===== config.mk =====
export PLATFORM = sky130hd
export DESIGN_NAME = lccr_bank
export DESIGN_NICKNAME = d
export VERILOG_FILES = /design/src/lccr_pkg.sv /design/src/lccr_idle_if.sv /design/src/lccr_mute_ctrl.sv /design/src/lccr_bank.sv
export VERILOG_INCLUDE_DIRS = /design/src /design/src/src
export SDC_FILE = /design/constraint.sdc
export NUM_CORES = 1
export LEC_CHECK = 0
export ABC_CLOCK_PERIOD_IN_PS = 1980
export BUFFER_PORTS_ARGS = -buffer_cell sky130_fd_sc_hd__buf_2
export CAP_MARGIN = 10
export CORE_ASPECT_RATIO = 1.75
export CORE_UTILIZATION = 49
export CTS_BUF_LIST = sky130_fd_sc_hd__clkbuf_8
export DETAILED_ROUTE_END_ITERATION = 6
export HOLD_SLACK_MARGIN = 0.12
export PLACE_DENSITY = 0.75
export SLEW_MARGIN = 20
export SYNTH_ARGS = -nofsm -noshare
export SYNTH_HDL_FRONTEND = slang
export SYNTH_SLANG_ARGS = --single-unit

===== constraint.sdc =====
create_clock -name clk_sys_in -period 1.98 [get_ports clk_sys_in]
set_input_delay 0.198 -clock clk_sys_in [delete_from_list [all_inputs] [get_ports clk_sys_in]]
set_output_delay 0.198 -clock clk_sys_in [all_outputs]
set_load 0.01 [all_outputs]

===== src/lccr_regs.svh =====
// Register offsets, field positions and reset values of the lane config bank
`ifndef LCCR_REGS_SVH
`define LCCR_REGS_SVH

// Register offsets
`define LCCR_OFS_SWING_A     8'h17
`define LCCR_OFS_SWING_B     8'h18
`define LCCR_OFS_B0_THRESH   8'h19
`define LCCR_OFS_A1_EQ       8'h1D
`define LCCR_OFS_A1_THRESH   8'h20
`define LCCR_OFS_IDLE_SEL    8'h23

// Reset values
`define LCCR_RST_SWING_A     8'h03
`define LCCR_RST_SWING_B     8'h03
`define LCCR_RST_THRESH      8'h00
`define LCCR_RST_EQ          8'h20
`define LCCR_RST_IDLE_SEL    8'h00

// Writable bit masks, reserved bits held at zero
`define LCCR_MASK_SWING_A    8'h7F
`define LCCR_MASK_SWING_B    8'hFF
`define LCCR_MASK_THRESH     8'h0F
`define LCCR_MASK_EQ         8'h3F
`define LCCR_MASK_IDLE_SEL   8'h30

// Field positions
`define LCCR_EQ_EN_BIT       5
`define LCCR_IDLE_AUTO_BIT   5
`define LCCR_IDLE_MAN_BIT    4

`endif


===== src/lccr_pkg.sv =====
// Types shared by the lane config register bank
`default_nettype none

package lccr_pkg;

    // Idle threshold selector pair
    typedef struct packed {
        logic [1:0] deassert_sel;
        logic [1:0] assert_sel;
    } lccr_thresh_t;

    // Equalizer control field
    typedef struct packed {
        logic       eq_enable;
        logic [1:0] gain_stage;
        logic [2:0] boost_level;
    } lccr_eq_t;

    // All register state of the bank except the mute stage flip-flop
    typedef struct packed {
        logic [7:0] swing_a;
        logic [7:0] swing_b;
        logic [7:0] b0_thresh;
        logic [7:0] a1_eq;
        logic [7:0] a1_thresh;
        logic [7:0] idle_sel;
        logic [7:0] rdata;
        logic [2:0] idle_sync;
        logic       idle_det;
    } lccr_state_t;

    // Output stage state
    typedef struct packed {
        logic mute;
    } lccr_mute_state_t;

endpackage : lccr_pkg

`default_nettype wire


===== src/lccr_idle_if.sv =====
// Idle control bundle passed from the register bank to the mute stage
`timescale 1ns/10ps
`default_nettype none

interface lccr_idle_if;
    logic idle_auto;
    logic idle_manual;
    logic idle_detect;
    logic mute;

    // Register bank side
    modport bank (
        output idle_auto,
        output idle_manual,
        output idle_detect,
        input  mute
    );

    // Mute stage side
    modport stage (
        input  idle_auto,
        input  idle_manual,
        input  idle_detect,
        output mute
    );
endinterface : lccr_idle_if

`default_nettype wire


===== src/lccr_mute_ctrl.sv =====
// Output lane one mute selection from auto or manual idle control
`timescale 1ns/10ps
`default_nettype none

module lccr_mute_ctrl
    import lccr_pkg::*;
(
    // Clock and reset
    input  wire logic   clk_sys_in,
    input  wire logic   srst_in,
    // Idle control
    lccr_idle_if.stage  idle_io
);

    lccr_mute_state_t s_q;
    lccr_mute_state_t s_d;

    // ========================================
    // Mute decision
    // ========================================
    // Auto mode follows the idle detector, else the manual bit decides
    always_comb begin
        s_d = s_q;
        if (idle_io.idle_auto) begin
            s_d.mute = idle_io.idle_detect;
        end else begin
            s_d.mute = idle_io.idle_manual;
        end
    end

    // State register
    always_ff @(posedge clk_sys_in) begin
        if (srst_in) begin
            s_q <= '{mute: 1'b0};
        end else begin
            s_q <= s_d;
        end
    end

    assign idle_io.mute = s_q.mute;

endmodule : lccr_mute_ctrl

`default_nettype wire


===== src/lccr_bank.sv =====
// Lane conditioning configuration register bank
`timescale 1ns/10ps
`default_nettype none
`include "lccr_regs.svh"

module lccr_bank
    import lccr_pkg::*;
(
    // Clock and reset
    input  wire logic        clk_sys_in,
    input  wire logic        srst_in,
    // Register port from the management bus engine
    input  wire logic        reg_wr_in,
    input  wire logic        reg_rd_in,
    input  wire logic [7:0]  reg_addr_in,
    input  wire logic [7:0]  reg_wdata_in,
    output logic      [7:0]  reg_rdata_out,
    // Idle detector on input of output lane one path
    input  wire logic        idle_detect_in,
    // Output lane zero swing controls
    output logic      [6:0]  output_lane_zero_swing_a_out,
    output logic      [7:0]  output_lane_zero_swing_b_out,
    // Input B lane zero idle thresholds
    output logic      [1:0]  input_b_lane_zero_deassert_sel_out,
    output logic      [1:0]  input_b_lane_zero_assert_sel_out,
    // Input A lane one equalizer
    output logic             input_a_lane_one_eq_enable_out,
    output logic      [1:0]  input_a_lane_one_gain_stage_out,
    output logic      [2:0]  input_a_lane_one_boost_level_out,
    // Input A lane one idle thresholds
    output logic      [1:0]  input_a_lane_one_deassert_sel_out,
    output logic      [1:0]  input_a_lane_one_assert_sel_out,
    // Output lane one idle control
    output logic             output_lane_one_idle_auto_out,
    output logic             output_lane_one_idle_manual_out,
    output logic             output_lane_one_mute_out
);

    lccr_state_t  s_q;
    lccr_state_t  s_d;
    lccr_thresh_t b0_th;
    lccr_thresh_t a1_th;
    lccr_eq_t     a1_eq;
    logic [5:0]   wr_sel;
    logic [5:0]   rd_sel;

    lccr_idle_if  idle_bus ();

    // ========================================
    // Helper functions
    // ========================================
    // Merge a write into a register, reserved bits forced to zero
    function automatic logic [7:0] wr_merge(input logic [7:0] data,
                                            input logic [7:0] mask);
        wr_merge = data & mask;
    endfunction : wr_merge

    // One select bit per mapped location; unmapped offsets give none
    function automatic logic [5:0] reg_sel(input logic [7:0] addr);
        if (addr == `LCCR_OFS_SWING_A) begin
            reg_sel = 6'h01;
        end else if (addr == `LCCR_OFS_SWING_B) begin
            reg_sel = 6'h02;
        end else if (addr == `LCCR_OFS_B0_THRESH) begin
            reg_sel = 6'h04;
        end else if (addr == `LCCR_OFS_A1_EQ) begin
            reg_sel = 6'h08;
        end else if (addr == `LCCR_OFS_A1_THRESH) begin
            reg_sel = 6'h10;
        end else if (addr == `LCCR_OFS_IDLE_SEL) begin
            reg_sel = 6'h20;
        end else begin
            reg_sel = 6'h00;
        end
    endfunction : reg_sel

    // ========================================
    // Address decode
    // ========================================
    // Each strobe qualifies its own copy of the decode
    assign wr_sel = reg_wr_in ? reg_sel(reg_addr_in) : 6'h00;
    assign rd_sel = reg_rd_in ? reg_sel(reg_addr_in) : 6'h00;

    // ========================================
    // Next state
    // ========================================
    // Byte-wide locations; unmapped addresses read zero, writes dropped
    always_comb begin
        s_d = s_q;
        // Swing A, reserved bit 7 never stored
        if (wr_sel[0]) begin
            s_d.swing_a = wr_merge(reg_wdata_in,
                                   `LCCR_MASK_SWING_A);
        end
        // Swing B, all eight bits kept
        if (wr_sel[1]) begin
            s_d.swing_b = wr_merge(reg_wdata_in,
                                   `LCCR_MASK_SWING_B);
        end
        // Input B lane zero thresholds, upper nibble dropped
        if (wr_sel[2]) begin
            s_d.b0_thresh = wr_merge(reg_wdata_in,
                                     `LCCR_MASK_THRESH);
        end
        // Equalizer code stored with bits 7:6 dropped, no table check
        if (wr_sel[3]) begin
            s_d.a1_eq = wr_merge(reg_wdata_in,
                                 `LCCR_MASK_EQ);
        end
        // Input A lane one thresholds, upper nibble dropped
        if (wr_sel[4]) begin
            s_d.a1_thresh = wr_merge(reg_wdata_in,
                                     `LCCR_MASK_THRESH);
        end
        // Idle select keeps only the auto and manual bits
        if (wr_sel[5]) begin
            s_d.idle_sel = wr_merge(reg_wdata_in,
                                    `LCCR_MASK_IDLE_SEL);
        end
        // Read data taken from the old value; holds until the next read
        if (reg_rd_in) begin
            if (rd_sel[0]) begin
                s_d.rdata = s_q.swing_a;
            end else if (rd_sel[1]) begin
                s_d.rdata = s_q.swing_b;
            end else if (rd_sel[2]) begin
                s_d.rdata = s_q.b0_thresh;
            end else if (rd_sel[3]) begin
                s_d.rdata = s_q.a1_eq;
            end else if (rd_sel[4]) begin
                s_d.rdata = s_q.a1_thresh;
            end else if (rd_sel[5]) begin
                s_d.rdata = s_q.idle_sel;
            end else begin
                s_d.rdata = 8'h00;
            end
        end
        // Idle detector: three stages, a level counts once two and three agree
        s_d.idle_sync = {s_q.idle_sync[1:0], idle_detect_in};
        if (s_q.idle_sync[1] == s_q.idle_sync[2]) begin
            s_d.idle_det = s_q.idle_sync[2];
        end
    end

    // ========================================
    // State register
    // ========================================
    // Reset values select 600 mV swing, 00 thresholds, equalizer enabled at zero gain and boost
    always_ff @(posedge clk_sys_in) begin
        if (srst_in) begin
            s_q.swing_a   <= `LCCR_RST_SWING_A;
            s_q.swing_b   <= `LCCR_RST_SWING_B;
            s_q.b0_thresh <= `LCCR_RST_THRESH;
            s_q.a1_eq     <= `LCCR_RST_EQ;
            s_q.a1_thresh <= `LCCR_RST_THRESH;
            s_q.idle_sel  <= `LCCR_RST_IDLE_SEL;
            s_q.rdata     <= 8'h00;
            s_q.idle_sync <= 3'h0;
            s_q.idle_det  <= 1'b0;
        end else begin
            s_q <= s_d;
        end
    end

    // ========================================
    // Field decode
    // ========================================
    // Typed views of the threshold and equalizer bytes
    assign b0_th = lccr_thresh_t'(s_q.b0_thresh[3:0]);
    assign a1_th = lccr_thresh_t'(s_q.a1_thresh[3:0]);
    assign a1_eq = lccr_eq_t'(s_q.a1_eq[5:0]);

    // Idle control into the mute stage
    assign idle_bus.idle_auto   = s_q.idle_sel[`LCCR_IDLE_AUTO_BIT];
    assign idle_bus.idle_manual = s_q.idle_sel[`LCCR_IDLE_MAN_BIT];
    assign idle_bus.idle_detect = s_q.idle_det;

    // Mute stage for output lane one
    lccr_mute_ctrl u_mute (
        .clk_sys_in (clk_sys_in),
        .srst_in    (srst_in),
        .idle_io    (idle_bus)
    );

    // ========================================
    // Outputs, all straight from flip-flops
    // ========================================
    // Register read data
    assign reg_rdata_out                      = s_q.rdata;

    // Output lane zero swing, reserved bit 7 not driven out
    assign output_lane_zero_swing_a_out       = s_q.swing_a[6:0];
    assign output_lane_zero_swing_b_out       = s_q.swing_b;

    // Input B lane zero idle thresholds
    assign input_b_lane_zero_deassert_sel_out = b0_th.deassert_sel;
    assign input_b_lane_zero_assert_sel_out   = b0_th.assert_sel;

    // Input A lane one equalizer
    assign input_a_lane_one_eq_enable_out     = a1_eq.eq_enable;
    assign input_a_lane_one_gain_stage_out    = a1_eq.gain_stage;
    assign input_a_lane_one_boost_level_out   = a1_eq.boost_level;

    // Input A lane one idle thresholds
    assign input_a_lane_one_deassert_sel_out  = a1_th.deassert_sel;
    assign input_a_lane_one_assert_sel_out    = a1_th.assert_sel;

    // Output lane one idle control and mute
    assign output_lane_one_idle_auto_out      = idle_bus.idle_auto;
    assign output_lane_one_idle_manual_out    = idle_bus.idle_manual;
    assign output_lane_one_mute_out           = idle_bus.mute;

endmodule : lccr_bank

`default_nettype wire


-- Word level (Yosys, flattened, before mapping)
Cells that the tools add are included.
W data, S select, Z words.
- eq/ne operators: 7
- muxes and demuxes: 15
- operators with widths (operator ; count):
    $mux W6 ; 12
    $eq A8 B5 Y1 const B ; 4
    $eq A8 B6 Y1 const B ; 2
    $mux W8 ; 2
    $eq A1 B1 Y1 ; 1
    $mux W1 ; 1
- register bits after elaboration: 44
- bits of input ports: 21
- output and inout bits: 40
- word-level logic and storage cells: 32

-- Logic depth before layout (Yosys ltp)
Gate-level depths: netlist of run 1.
- depth after elaboration: 14
- depth in mapped cells: 6
- gate-level depth less buffers: 4

-- Cells and area by module
From an unflattened synthesis of run 1, not the netlist that was laid out.
- cells, all modules: 257
- area, all modules: 2264.7 um2
- by module, submodules not included (module ; instances ; cells each ; area an instance (um2)):
    lccr_bank ; 1 ; 254 ; 2230.9
    lccr_mute_ctrl ; 1 ; 3 ; 33.8

-- Least setup slack after synthesis of run 1
Ideal clock, no wire load.
- path kind: input-to-reg
- start point: input reg_addr_in[5]
- end point: register s_q (netlist bit output_lane_zero_swing_b_out[0])
- setup time: 0.120 ns
- arrival time: 1.772 ns
- data required time: 1.860 ns
- slack: 0.089 ns
- stages on the path: 5
- path through: or4b_4 > buf_6 > nor4_4 > nor2b_1 > a211o_1
- cells in the longest elaborated chain, start to end: 7
- elaborated cells on any way between the ends: 11
- RTL lines (what ; line ; source):
    start: declaration ; lccr_bank.sv:15 ; input wire logic [7:0] reg_addr_in,
    $eq A8 B6 Y1 (no source line) ; - ;
    $mux W6 ; lccr_bank.sv:68 ; end else if (addr == `LCCR_OFS_A1_THRESH) begin
    $mux W6 ; lccr_bank.sv:66 ; end else if (addr == `LCCR_OFS_A1_EQ) begin
    $mux W6 ; lccr_bank.sv:64 ; end else if (addr == `LCCR_OFS_B0_THRESH) begin
    $mux W6 ; lccr_bank.sv:62 ; end else if (addr == `LCCR_OFS_SWING_B) begin
    $mux W6 (*) ; lccr_bank.sv:60 ; if (addr == `LCCR_OFS_SWING_A) begin
    $mux W6 (*) ; lccr_bank.sv:81 ; assign wr_sel = reg_wr_in ? reg_sel(reg_addr_in) : 6'h00;
    end: declaration ; lccr_bank.sv:39 ; lccr_state_t s_q;
Mark *: on every way between the ends. The rest lies on a longest branch, timed or not.
A chain may end at the register's enable or synchronous reset.

-- Worst setup path after layout of run 1
- start point: input reg_addr_in[5]
- end point: register s_q (netlist bit reg_rdata_out[4])
- cells in the longest elaborated chain, start to end: 14
- elaborated cells on any way between the ends: 19
- RTL lines (what ; line ; source):
    $eq A8 B6 Y1 (no source line) ; - ;
    $mux W6 ; lccr_bank.sv:70 ; end else if (addr == `LCCR_OFS_IDLE_SEL) begin
    $mux W6 ; lccr_bank.sv:68 ;
    $mux W6 ; lccr_bank.sv:66 ;
    $mux W6 ; lccr_bank.sv:64 ;
    $mux W6 ; lccr_bank.sv:62 ;
    $mux W6 (*) ; lccr_bank.sv:60 ;
    $mux W6 (*) ; lccr_bank.sv:82 ; assign rd_sel = reg_rd_in ? reg_sel(reg_addr_in) : 6'h00;
    $mux W6 ; lccr_bank.sv:132 ; end else if (rd_sel[5]) begin
    $mux W6 ; lccr_bank.sv:130 ; end else if (rd_sel[4]) begin
    $mux W6 ; lccr_bank.sv:128 ; end else if (rd_sel[3]) begin
    $mux W6 ; lccr_bank.sv:126 ; end else if (rd_sel[2]) begin
    $mux W8 ; lccr_bank.sv:124 ; end else if (rd_sel[1]) begin
    $mux W8 (*) ; lccr_bank.sv:122 ; if (rd_sel[0]) begin
Marks and branches as above.

==> results of run 1 <==
cell type report:
class / count / area [sq um]
clock buffers: 6 / 82.58
clock inverters: 2 / 11.26
fillers: 449 / 1943
inverters: 4 / 15.01
multi-input cells: 157 / 1070
flip-flops and latches: 44 / 880.8
well taps: 51 / 63.81
repair buffers: 70 / 377.9
worst max-delay path, delay by kind of cell:
kind                   cells  cell delay (ns)
AO/OA/AOI/OAI              2             0.54
buffers and inverters      1             0.11
AND/OR/NAND/NOR            2             1.02
how the worst max path moves through the flow:
stage                              start                         endpoint  slack, ns  cells after the start
after floorplan           reg_addr_in[5]  output_lane_zero_swing_b_out[0]       0.09                      5
after detailed placement  reg_addr_in[5]                 reg_rdata_out[4]       0.03                      5
after global routing      reg_addr_in[5]                 reg_rdata_out[4]       0.15                      5
after global placement    reg_addr_in[5]                 reg_rdata_out[4]       0.09                      5
final                     reg_addr_in[5]                 reg_rdata_out[4]       0.29                      5
after CTS                 reg_addr_in[5]                 reg_rdata_out[4]       0.30                      5
cells in the mapped netlist, drive strengths merged (3+ instances only):
| master | instances | area share, % |
|---|---|---|
| dfxtp | 44 | 38 |
| buf | 39 | 13 |
| nor2 | 32 | 5.2 |
| mux2i | 22 | 9.6 |
| nand2 | 16 | 2.6 |
| a21oi | 10 | 2.2 |
| clkbuf | 10 | 1.7 |
| nand3 | 8 | 1.7 |
| nor2b | 8 | 2.2 |
| a211o | 7 | 2.7 |
| nand2b | 5 | 1.4 |
| nand3b | 5 | 1.6 |
| a2111oi | 4 | 1.6 |
| inv | 4 | 0.65 |
| nor3 | 4 | 1.3 |
| a211oi | 3 | 1.2 |
| a22oi | 3 | 0.98 |
| nand4 | 3 | 0.82 |
| nor4 | 3 | 2.8 |
| nor4b | 3 | 1.1 |
| o22ai | 3 | 0.82 |
per-stage QoR:
stage                     area [sq um]  instances  utilization, %
final                             2501        334           56.28
after global routing              2501        334           56.28
after CTS                         2501        334           56.28
after detailed placement          2397        325           53.94
after global placement            2397        325           53.94
after floorplan                   2301        254               -
registers in the layout (all words and copies together), names as in the netlist:
signal / flops
output_lane_zero_swing_a_out: 7
reg_rdata_out: 8
input_a_lane_one_gain_stage_out: 2
input_a_lane_one_deassert_sel_out: 2
input_a_lane_one_boost_level_out: 3
output_lane_one_idle_auto_out: 1
u_mute.idle_io.mute: 1
s_q: 1
s_d: 2
input_b_lane_zero_deassert_sel_out: 2
idle_bus.idle_detect: 1
input_b_lane_zero_assert_sel_out: 2
output_lane_one_idle_manual_out: 1
output_lane_zero_swing_b_out: 8
input_a_lane_one_eq_enable_out: 1
input_a_lane_one_assert_sel_out: 2
cells by family (layout without fill, tap and decap cells):
| kind of cell | after synthesis | after routing |
|---|---|---|
| AOI/OAI and AO/OA | 39 | 39 |
| buffers and inverters | 53 | 82 |
| and+or+nand+nor | 96 | 96 |
| DFF | 44 | 44 |
| muxes | 22 | 22 |
metal layers:
| metal | wire length, um | up-vias | GRT usage (%) |
|---|---|---|---|
| met1 | 2047 | 897 | 24.36 |
| li1 | - | 920 | - |
| met3 | 181 | 12 | 3.448 |
| met4 | 156 | 0 | 11.18 |
| met2 | 2690 | 45 | 39.81 |
| met5 | 0 | - | 0 |
power by group:
group	total (mW)	internal (mW)	switching [mW]	leakage (nW)
clock network	0.572	0.278	0.294	0.0486
registers	0.889	0.888	0.00168	0.355
logic	0.117	0.0382	0.0793	0.602
==> flow_metrics.tcl, run 1 <==
set metrics [dict create \
    htreeDepth 2 \
    vias 1874 \
    cts.path.max_buffers 2 \
    grt_usage_pct 22.55 \
    synth_edf_count 0 \
    syn_area_per_cell_sq_um 9.059 \
    synth_compound_area_share_pct 12.72 \
    post_cts_buffers 0 \
    wl_mm 5.076 \
    final.min_clock_period_ns 1.695 \
    port_buffers 60 \
    synthCells 254 \
    first_pass_iters 4 \
    hold_end "output_lane_zero_swing_b_out[7]" \
    crit_type "input port to flop" \
    worstHoldPathCells 3 \
    yosysSeqAreaShare_pct 38.28 \
    syn_to_final_growth_pct 8.700 \
    required_ns 2.16 \
    antenna_left 0 \
    cts_resized 0 \
    crit_fanout 13 \
    relSlewSlack_pct 64.10 \
    final_cell_mix "60 x buf_2, 44 x dfxtp_1, 32 x nor2_1, 22 x mux2i_1, 16 x nand2_1" \
    cts_root_buf "clkbuf_8" \
    yosys_warnings 0 \
    cts.sinks 44 \
    tns_ns 0 \
    timing.final.ws_setup_ns 0.2853 \
    drive_above_1_share_pct 29.33 \
    power.density_nw_per_um2 631.2 \
    clock-skew-final_ns 0.008168 \
    hold_buffers 1 \
    synth_nets 275 \
    worstHoldStart "reg_wdata_in[7]" \
    final_common_cell "buf_2" \
    ff2ff_setup_slack_ns 0.71 \
    gr-total-overflow 0 \
    synth_top_family_by_area "simple AND/OR/NAND/NOR gates" \
    layout.nets 303 \
    finalCritPeriodShare_pct 85.59 \
    finalSetupViolCount 0 \
    clk_pin_slew_worst_paths_ns 0.08 \
    finalPower_mw 1.579 \
    ff2ff_path_depth 4 \
    drc_errors 0 \
    synth_seq_cells 44 \
    clk_latency_ns 0.30 \
    pin_count 61 \
    drtIter0Drc 48 \
    place_congestion 0.8266 \
    crit_chain "buf_2 -> or4b_4 -> nor4_4 -> a2111oi_0 -> a2111oi_1" \
    status "complete, no violations" \
    antenna_cells 0 \
    start_util_pct 51.77 \
    synth_fa_ha_area_share_pct 0 \
    hp-class "input port to flop" \
    rows 32 \
    routedWlPerCell_um 15.20 \
    synthMuxAreaShare_pct 9.570 \
    rsz0062_at_grt "no" \
    die_w_um 53.80 \
    start_kind "input port" \
    yosys.area_share.simple_pct 24.20 \
    core_area_sq_um 4444 \
    synth_xor_xnor_area_share_pct 0 \
    antenna_found_initial 0 \
    grt_max_degree 31 \
    tritoncts "built" \
    async_flop_share_pct 0 \
    dieArea_sq_um 4985 \
    hold_viol 0 \
    grt_pass1_vias 1839 \
    grt_pass1_wl_mm 8.293 \
    pre_cts_slack_ns 0.02938 \
    r2r_end "reg_rdata_out[4]" \
    synth_area_sq_um 2301 \
    slowest_delay_ns 0.66 \
    place_hpwl_mm 3.879 \
    worstPathArrival_ns 1.88 \
    p_leak_nw 1.006 \
    drv_slew 0 \
    cts_made_buffers 5 \
    worst_pin_slew_ns 0.5249 \
    fmax_ghz 0.5901 \
    cap_violations 0 \
    via_per_inst 5.611 \
    die_height_um 92.65 \
    r2r_start "input_a_lane_one_gain_stage_out[1]" \
    ir_worst_vdd_v 0.0004978 \
    critPathSlowestCell "or4b_4" \
    hold_slack_ns 0.1384 \
    worst_setup_path_end_kind "flop" \
    synth_cell_types 39 \
    synth_ff_type "dfxtp_1" \
]
(Power assumes the default switching activity.)
==> inputs of run 2 (changes only) <==
--- a/config.mk
+++ b/config.mk
@@ -10,11 +10,12 @@
 export BUFFER_PORTS_ARGS = -buffer_cell sky130_fd_sc_hd__buf_2
 export CAP_MARGIN = 10
 export CORE_ASPECT_RATIO = 1.75
-export CORE_UTILIZATION = 49
+export CORE_UTILIZATION = 40
 export CTS_BUF_LIST = sky130_fd_sc_hd__clkbuf_8
 export DETAILED_ROUTE_END_ITERATION = 6
 export HOLD_SLACK_MARGIN = 0.12
-export PLACE_DENSITY = 0.75
+export PLACE_DENSITY = 0.63
+export REMOVE_ABC_BUFFERS = 1
 export SLEW_MARGIN = 20
 export SYNTH_ARGS = -nofsm -noshare
 export SYNTH_HDL_FRONTEND = slang
==> flow_metrics.tcl, run 2 (same netlist as run 1, synthesis figures left out) <==
set metrics [dict create \
    cap_violations 0 \
    r2r_start "input_a_lane_one_gain_stage_out[1]" \
    relSlewSlack_pct 62.76 \
    routedWlPerCell_um 14.92 \
    antenna_left 0 \
    p_comb_share_pct 7.5 \
    crit_type "input port to flop" \
    antenna_found_initial 0 \
    finalCritPeriodShare_pct 80.43 \
    worstHoldStart "reg_wdata_in[7]" \
    rsz0062_at_grt "no" \
    clk_latency_ns 0.29 \
    vias 1851 \
    worstPathArrival_ns 1.78 \
    fmax_ghz 0.6279 \
    crit_chain "buf_2 -> or4b_4 -> nor4_4 -> buf_4 -> nor2b_1 -> a211o_1" \
    place_congestion 0.8079 \
    grt_pass1_wl_mm 8.142 \
    pin_count 61 \
    drtIter0Drc 47 \
    wl_met3_um 189 \
    drive_above_1_share_pct 28.72 \
    pre_cts_slack_ns 0.07084 \
    top_layer_used "met4" \
    wl_mm 5.343 \
    core_area_sq_um 5540 \
    die_height_um 102.3 \
    wl_met2_mm 2.798 \
    status "complete, no violations" \
    via_per_inst 5.170 \
    final_cell_mix "60 x buf_2, 44 x dfxtp_1, 32 x nor2_1, 22 x mux2i_1, 16 x nand2_1" \
    place_hpwl_mm 4.070 \
    fill_cells 582 \
    timing.final.ws_setup_ns 0.3875 \
    rows 36 \
    grt_usage_pct 17.98 \
    p_clk_share_pct 35.8 \
    htreeDepth 2 \
    port_buffers 60 \
    start_util_pct 41.53 \
    cts.sinks 44 \
    final_util_pct 45.51 \
    gr-total-overflow 0 \
    drc_errors 0 \
    hp-class "input port to flop" \
    cp-startpoint "reg_addr_in[5]" \
    met1Wirelength_mm 2.265 \
    seqPwrFrac_pct 56.6 \
    layout.nets 302 \
    power.net_switching_uw 369.9 \
    p_int_mw 1.200 \
    start_kind "input port" \
    p_leak_nw 1.006 \
    final_cell_count_no_fill 358 \
    finalPower_mw 1.570 \
    ff_latch_area_sq_um 880.8 \
    required_ns 2.17 \
    hold_viol 0 \
    clock-skew-final_ns 0.003051 \
    placed_cells_incl_taps 349 \
    dieArea_sq_um 6072 \
    slowest_delay_ns 0.66 \
    worst_setup_path_end_kind "flop" \
    cts_made_buffers 5 \
    cts_resized 0 \
    antenna_cells 0 \
    critPathSlowestCell "or4b_4" \
    cts.path.max_buffers 2 \
    syn_to_final_growth_pct 9.570 \
    drv_slew 0 \
    power.density_nw_per_um2 622.7 \
    multi_input_area_sq_um 1070 \
    p_sw_share_pct 23.56 \
    grt_max_degree 31 \
    clk_pin_slew_worst_paths_ns 0.08 \
    final_common_cell "buf_2" \
    ir_worst_vdd_v 0.0003830 \
    crit_fanout 13 \
    cts_root_buf "clkbuf_8" \
    tns_ns 0 \
    tritoncts "built" \
    first_pass_iters 4 \
    worst_pin_slew_ns 0.5586 \
    finalSetupViolCount 0 \
    grt_pass1_vias 1692 \
    die_w_um 59.34 \
    final.min_clock_period_ns 1.592 \
]
==> run 2: layer usage <==
metal / vias up / GRT usage, %
met1: 883 / 21.36
met5: - / 0
met4: 0 / 7.326
li1: 916 / -
met2: 44 / 31.37
met3: 8 / 2.785
==> run 2: final cells by class <==
class	count	area share, %
clock buffer	6	3.275
clock inverter	2	0.2978
sequential	44	34.94
tap	76	3.772
multi-input combinational	157	42.43
timing repair buffer	69	14.69
inverter	4	0.5955
==> run 2: per-stage QoR <==
stage	hold slack, ns	instance area, sq um
3_5_place_dp	0.4128	2421
2_1_floorplan	0.2626	1966
6_report	0.1401	2521
3_3_place_gp	0.4095	2421
5_1_grt	0.1651	2521
4_1_cts	0.1412	2521
==> run 2: final timing paths <==
path | end | slack [ns] | cells after the start
max | output_lane_zero_swing_b_out[1] | 0.39 | 6
min | output_lane_zero_swing_b_out[7] | 0.14 | 3
max reg2reg | reg_rdata_out[4] | 0.76 | 4
min reg2reg | s_d[3] | 0.45 | 1
==> run 2: worst max-delay path, delay by kind of cell <==
kind,cells,cell delay [ns]
AND/OR/NAND/NOR,3,1.01
AO/OA/AOI/OAI,1,0.25
buffers and inverters,2,0.32
==> run 2: repair_timing <==
item | 4_1_cts | 5_1_grt
hold buffers | 1 | 0
setup endpoints to repair | 0 | 0
setup buffers | 0 | 0
endpoints found under the hold margin | 1 | 0
==> run 2: power groups by stage <==
stage | clock, mW | sequential (mW) | combinational (mW)
2_1_floorplan | 0 | 0.910 | 0.0422
3_5_place_dp | 0 | 0.910 | 0.117
3_3_place_gp | 0 | 0.910 | 0.116
4_1_cts | 0.579 | 0.889 | 0.119
6_report | 0.562 | 0.889 | 0.118
5_1_grt | 0.620 | 0.890 | 0.129
==> inputs of run 3 (changes only) <==
--- a/config.mk
+++ b/config.mk
@@ -6,7 +6,8 @@
 export SDC_FILE = /design/constraint.sdc
 export NUM_CORES = 1
 export LEC_CHECK = 0
-export ABC_CLOCK_PERIOD_IN_PS = 1980
+export ABC_AREA = 1
+export ABC_CLOCK_PERIOD_IN_PS = 1600
 export BUFFER_PORTS_ARGS = -buffer_cell sky130_fd_sc_hd__buf_2
 export CAP_MARGIN = 10
 export CORE_ASPECT_RATIO = 1.75
@@ -14,7 +15,7 @@
 export CTS_BUF_LIST = sky130_fd_sc_hd__clkbuf_8
 export DETAILED_ROUTE_END_ITERATION = 6
 export HOLD_SLACK_MARGIN = 0.12
-export PLACE_DENSITY = 0.63
+export PLACE_DENSITY = 0.61
 export REMOVE_ABC_BUFFERS = 1
 export SLEW_MARGIN = 20
 export SYNTH_ARGS = -nofsm -noshare
==> constraint.sdc (replaced) <==
create_clock -name clk_sys_in -period 1.6 [get_ports clk_sys_in]
set_input_delay 0.16 -clock clk_sys_in [delete_from_list [all_inputs] [get_ports clk_sys_in]]
set_output_delay 0.16 -clock clk_sys_in [all_outputs]
set_load 0.01 [all_outputs]
==> flow_metrics.tcl, run 3 <==
set metrics [dict create \
    gr-total-overflow 0 \
    ff_latch_area_sq_um 880.8 \
    synth_cell_types 21 \
    grt_pass1_wl_mm 8.231 \
    synth_seq_cells 44 \
    required_ns 1.79 \
    status "complete, no violations" \
    cts.path.max_buffers 2 \
    layout.nets 355 \
    drv_slew 0 \
    rsz0062_at_grt "no" \
    dieArea_sq_um 5856 \
    yosysSeqAreaShare_pct 39.73 \
    crit_fanout 8 \
    place_hpwl_mm 3.843 \
    async_flop_share_pct 0 \
    drive_above_1_share_pct 26.57 \
    hp-class "input port to flop" \
    hold_viol 0 \
    die_height_um 100.5 \
    antenna_found_initial 0 \
    port_buffers 60 \
    yosysMostFrequentCell "nor2_1" \
    vias 1928 \
    syn_area_per_cell_sq_um 7.246 \
    place_congestion 0.8026 \
    cts_made_buffers 5 \
    final_common_cell "buf_2" \
    final_cell_count_no_fill 409 \
    fill_cells 572 \
    tritoncts "built" \
    synth_commonest_cells "56 x nor2_1, 53 x nand2_1, 44 x dfxtp_1, 37 x buf_4, 24 x o21ai_0" \
    antenna_left 0 \
    die_w_um 58.28 \
    synth_area_sq_um 2217 \
    htreeDepth 2 \
    cap_violations 0 \
    routedWlPerCell_um 12.50 \
    synth_area_leader_cell "dfxtp_1" \
    wl_mm 5.111 \
    start_kind "input port" \
    placed_cells_incl_taps 398 \
    crit_chain "buf_2 -> inv_2 -> nand2_1 -> nor2_2 -> buf_4 -> nand3_1 -> o21ai_0 -> a21oi_1" \
    yosys_warnings 0 \
    relSlewSlack_pct 78.24 \
    syn_to_final_growth_pct 9.537 \
    drc_errors 0 \
    first_pass_iters 6 \
    clk_latency_ns 0.31 \
    tns_ns 0 \
    critPathSlowestCell "nor2_2" \
    synth_edf_count 0 \
    synthCells 306 \
    crit_type "input port to flop" \
    grt_max_degree 33 \
    final.min_clock_period_ns 1.122 \
    drtIter0Drc 59 \
    antenna_cells 0 \
    fmax_ghz 0.8917 \
    worst_pin_slew_ns 0.3264 \
    core_area_sq_um 5299 \
    pin_count 61 \
    slowest_delay_ns 0.26 \
    clk_pin_slew_worst_paths_ns 0.09 \
    finalCritPeriodShare_pct 70.09 \
    cts.sinks 44 \
    worstPathArrival_ns 1.31 \
    synth_area_leaders "dfxtp_1 40%, buf_4 13%, nor2_1 9.5%" \
    via_per_inst 4.714 \
    hold_slack_ns 0.1174 \
    power.density_nw_per_um2 814.1 \
    final_cell_mix "60 x buf_2, 56 x nor2_1, 53 x nand2_1, 44 x dfxtp_1, 24 x o21ai_0" \
    synth_ff_type "dfxtp_1" \
    netlist.area_leader.share_pct 39.73 \
    start_util_pct 41.84 \
    p_leak_nw 1.168 \
    cts_resized 0 \
    cts_root_buf "clkbuf_8" \
    ir_worst_vdd_v 0.0003826 \
    grt_pass1_vias 1742 \
    worst_setup_path_end_kind "flop" \
    grt_usage_pct 18.71 \
    rows 35 \
    multi_input_area_sq_um 908.4 \
    clock-skew-final_ns 0.007083 \
    finalSetupViolCount 0 \
]
-- run 3: cell count changes in the layout (fill, tap and decap cells not counted), sizes merged, moves of 8 or more --
cell / previous run / this run
nand3: 8 / 18
nor2: 32 / 66
nand2: 16 / 56
nor2b: 8 / 0
o21ai: 1 / 24
inv: 6 / 29
nand4: 3 / 12
mux2i: 22 / 0
-- run 3: kinds of logic after synthesis --
| group | Yosys count | share of synthesized area (%) |
|---|---|---|
| simple gates | 153 | 32.34 |
| flops | 44 | 39.73 |
| buf+inv | 71 | 19.30 |
| compound gates | 38 | 8.635 |
-- run 3: worst paths after layout --
kind              slack, ns                                     to  cells after the start                               start
setup / recovery       0.48  input_b_lane_zero_deassert_sel_out[1]                      8                      reg_addr_in[5]
hold / removal         0.12         input_a_lane_one_eq_enable_out                      3                     reg_wdata_in[5]
setup reg to reg       0.70                       reg_rdata_out[3]                      6  input_a_lane_one_gain_stage_out[0]
hold reg to reg        0.41                                 s_d[3]                      2                              s_d[2]
-- run 3: timing repair --
item,CTS,global route
setup buffers,0,0
hold buffers,3,0
endpoints found under the hold margin,4,0
-- run 3: layer usage --
| layer | global-route usage (%) | routed length, um |
|---|---|---|
| met1 | 21.45 | 2130 |
| met2 | 32.89 | 2657 |
| met3 | 3.338 | 185 |
| met4 | 8.608 | 138 |
| met5 | 0 | 0 |
-- run 3: worst max-delay path, delay by kind of cell --
family	cells	cell delay, ns
AOI/OAI and AO/OA	2	0.27
buffers and inverters	3	0.36
and+or+nand+nor	3	0.51
-- run 3: final cells by class --
class	count	area share, %
Sequential cell	44	36.27
Multi-Input combinational cell	191	37.40
Clock inverter	3	1.082
Inverter	27	4.379
Clock buffer	5	2.834
Tap cell	74	3.812
Timing Repair Buffer	65	14.22
-- run 3: where the power goes --
part	total [mW]	switching, mW	leakage [nW]	internal (mW)
registers	1.10	0.00259	0.355	1.10
clock network	0.751	0.430	0.0491	0.322
logic	0.124	0.0841	0.764	0.0402
total	1.98	0.516	1.17	1.46
-- run 3: stage by stage --
stage / utilization [%] / total power [mW] / instance area (sq um) / worst slack (ns)
6_report: 45.83 / 1.977 / 2429 / 0.4785
5_1_grt: 45.83 / 2.065 / 2429 / 0.3275
4_1_cts: 45.83 / 1.997 / 2429 / 0.4740
3_5_place_dp: 43.47 / 1.246 / 2303 / 0.1533
3_3_place_gp: 43.47 / 1.246 / 2303 / 0.1767
2_1_floorplan: - / 1.176 / 1896 / 0.3183
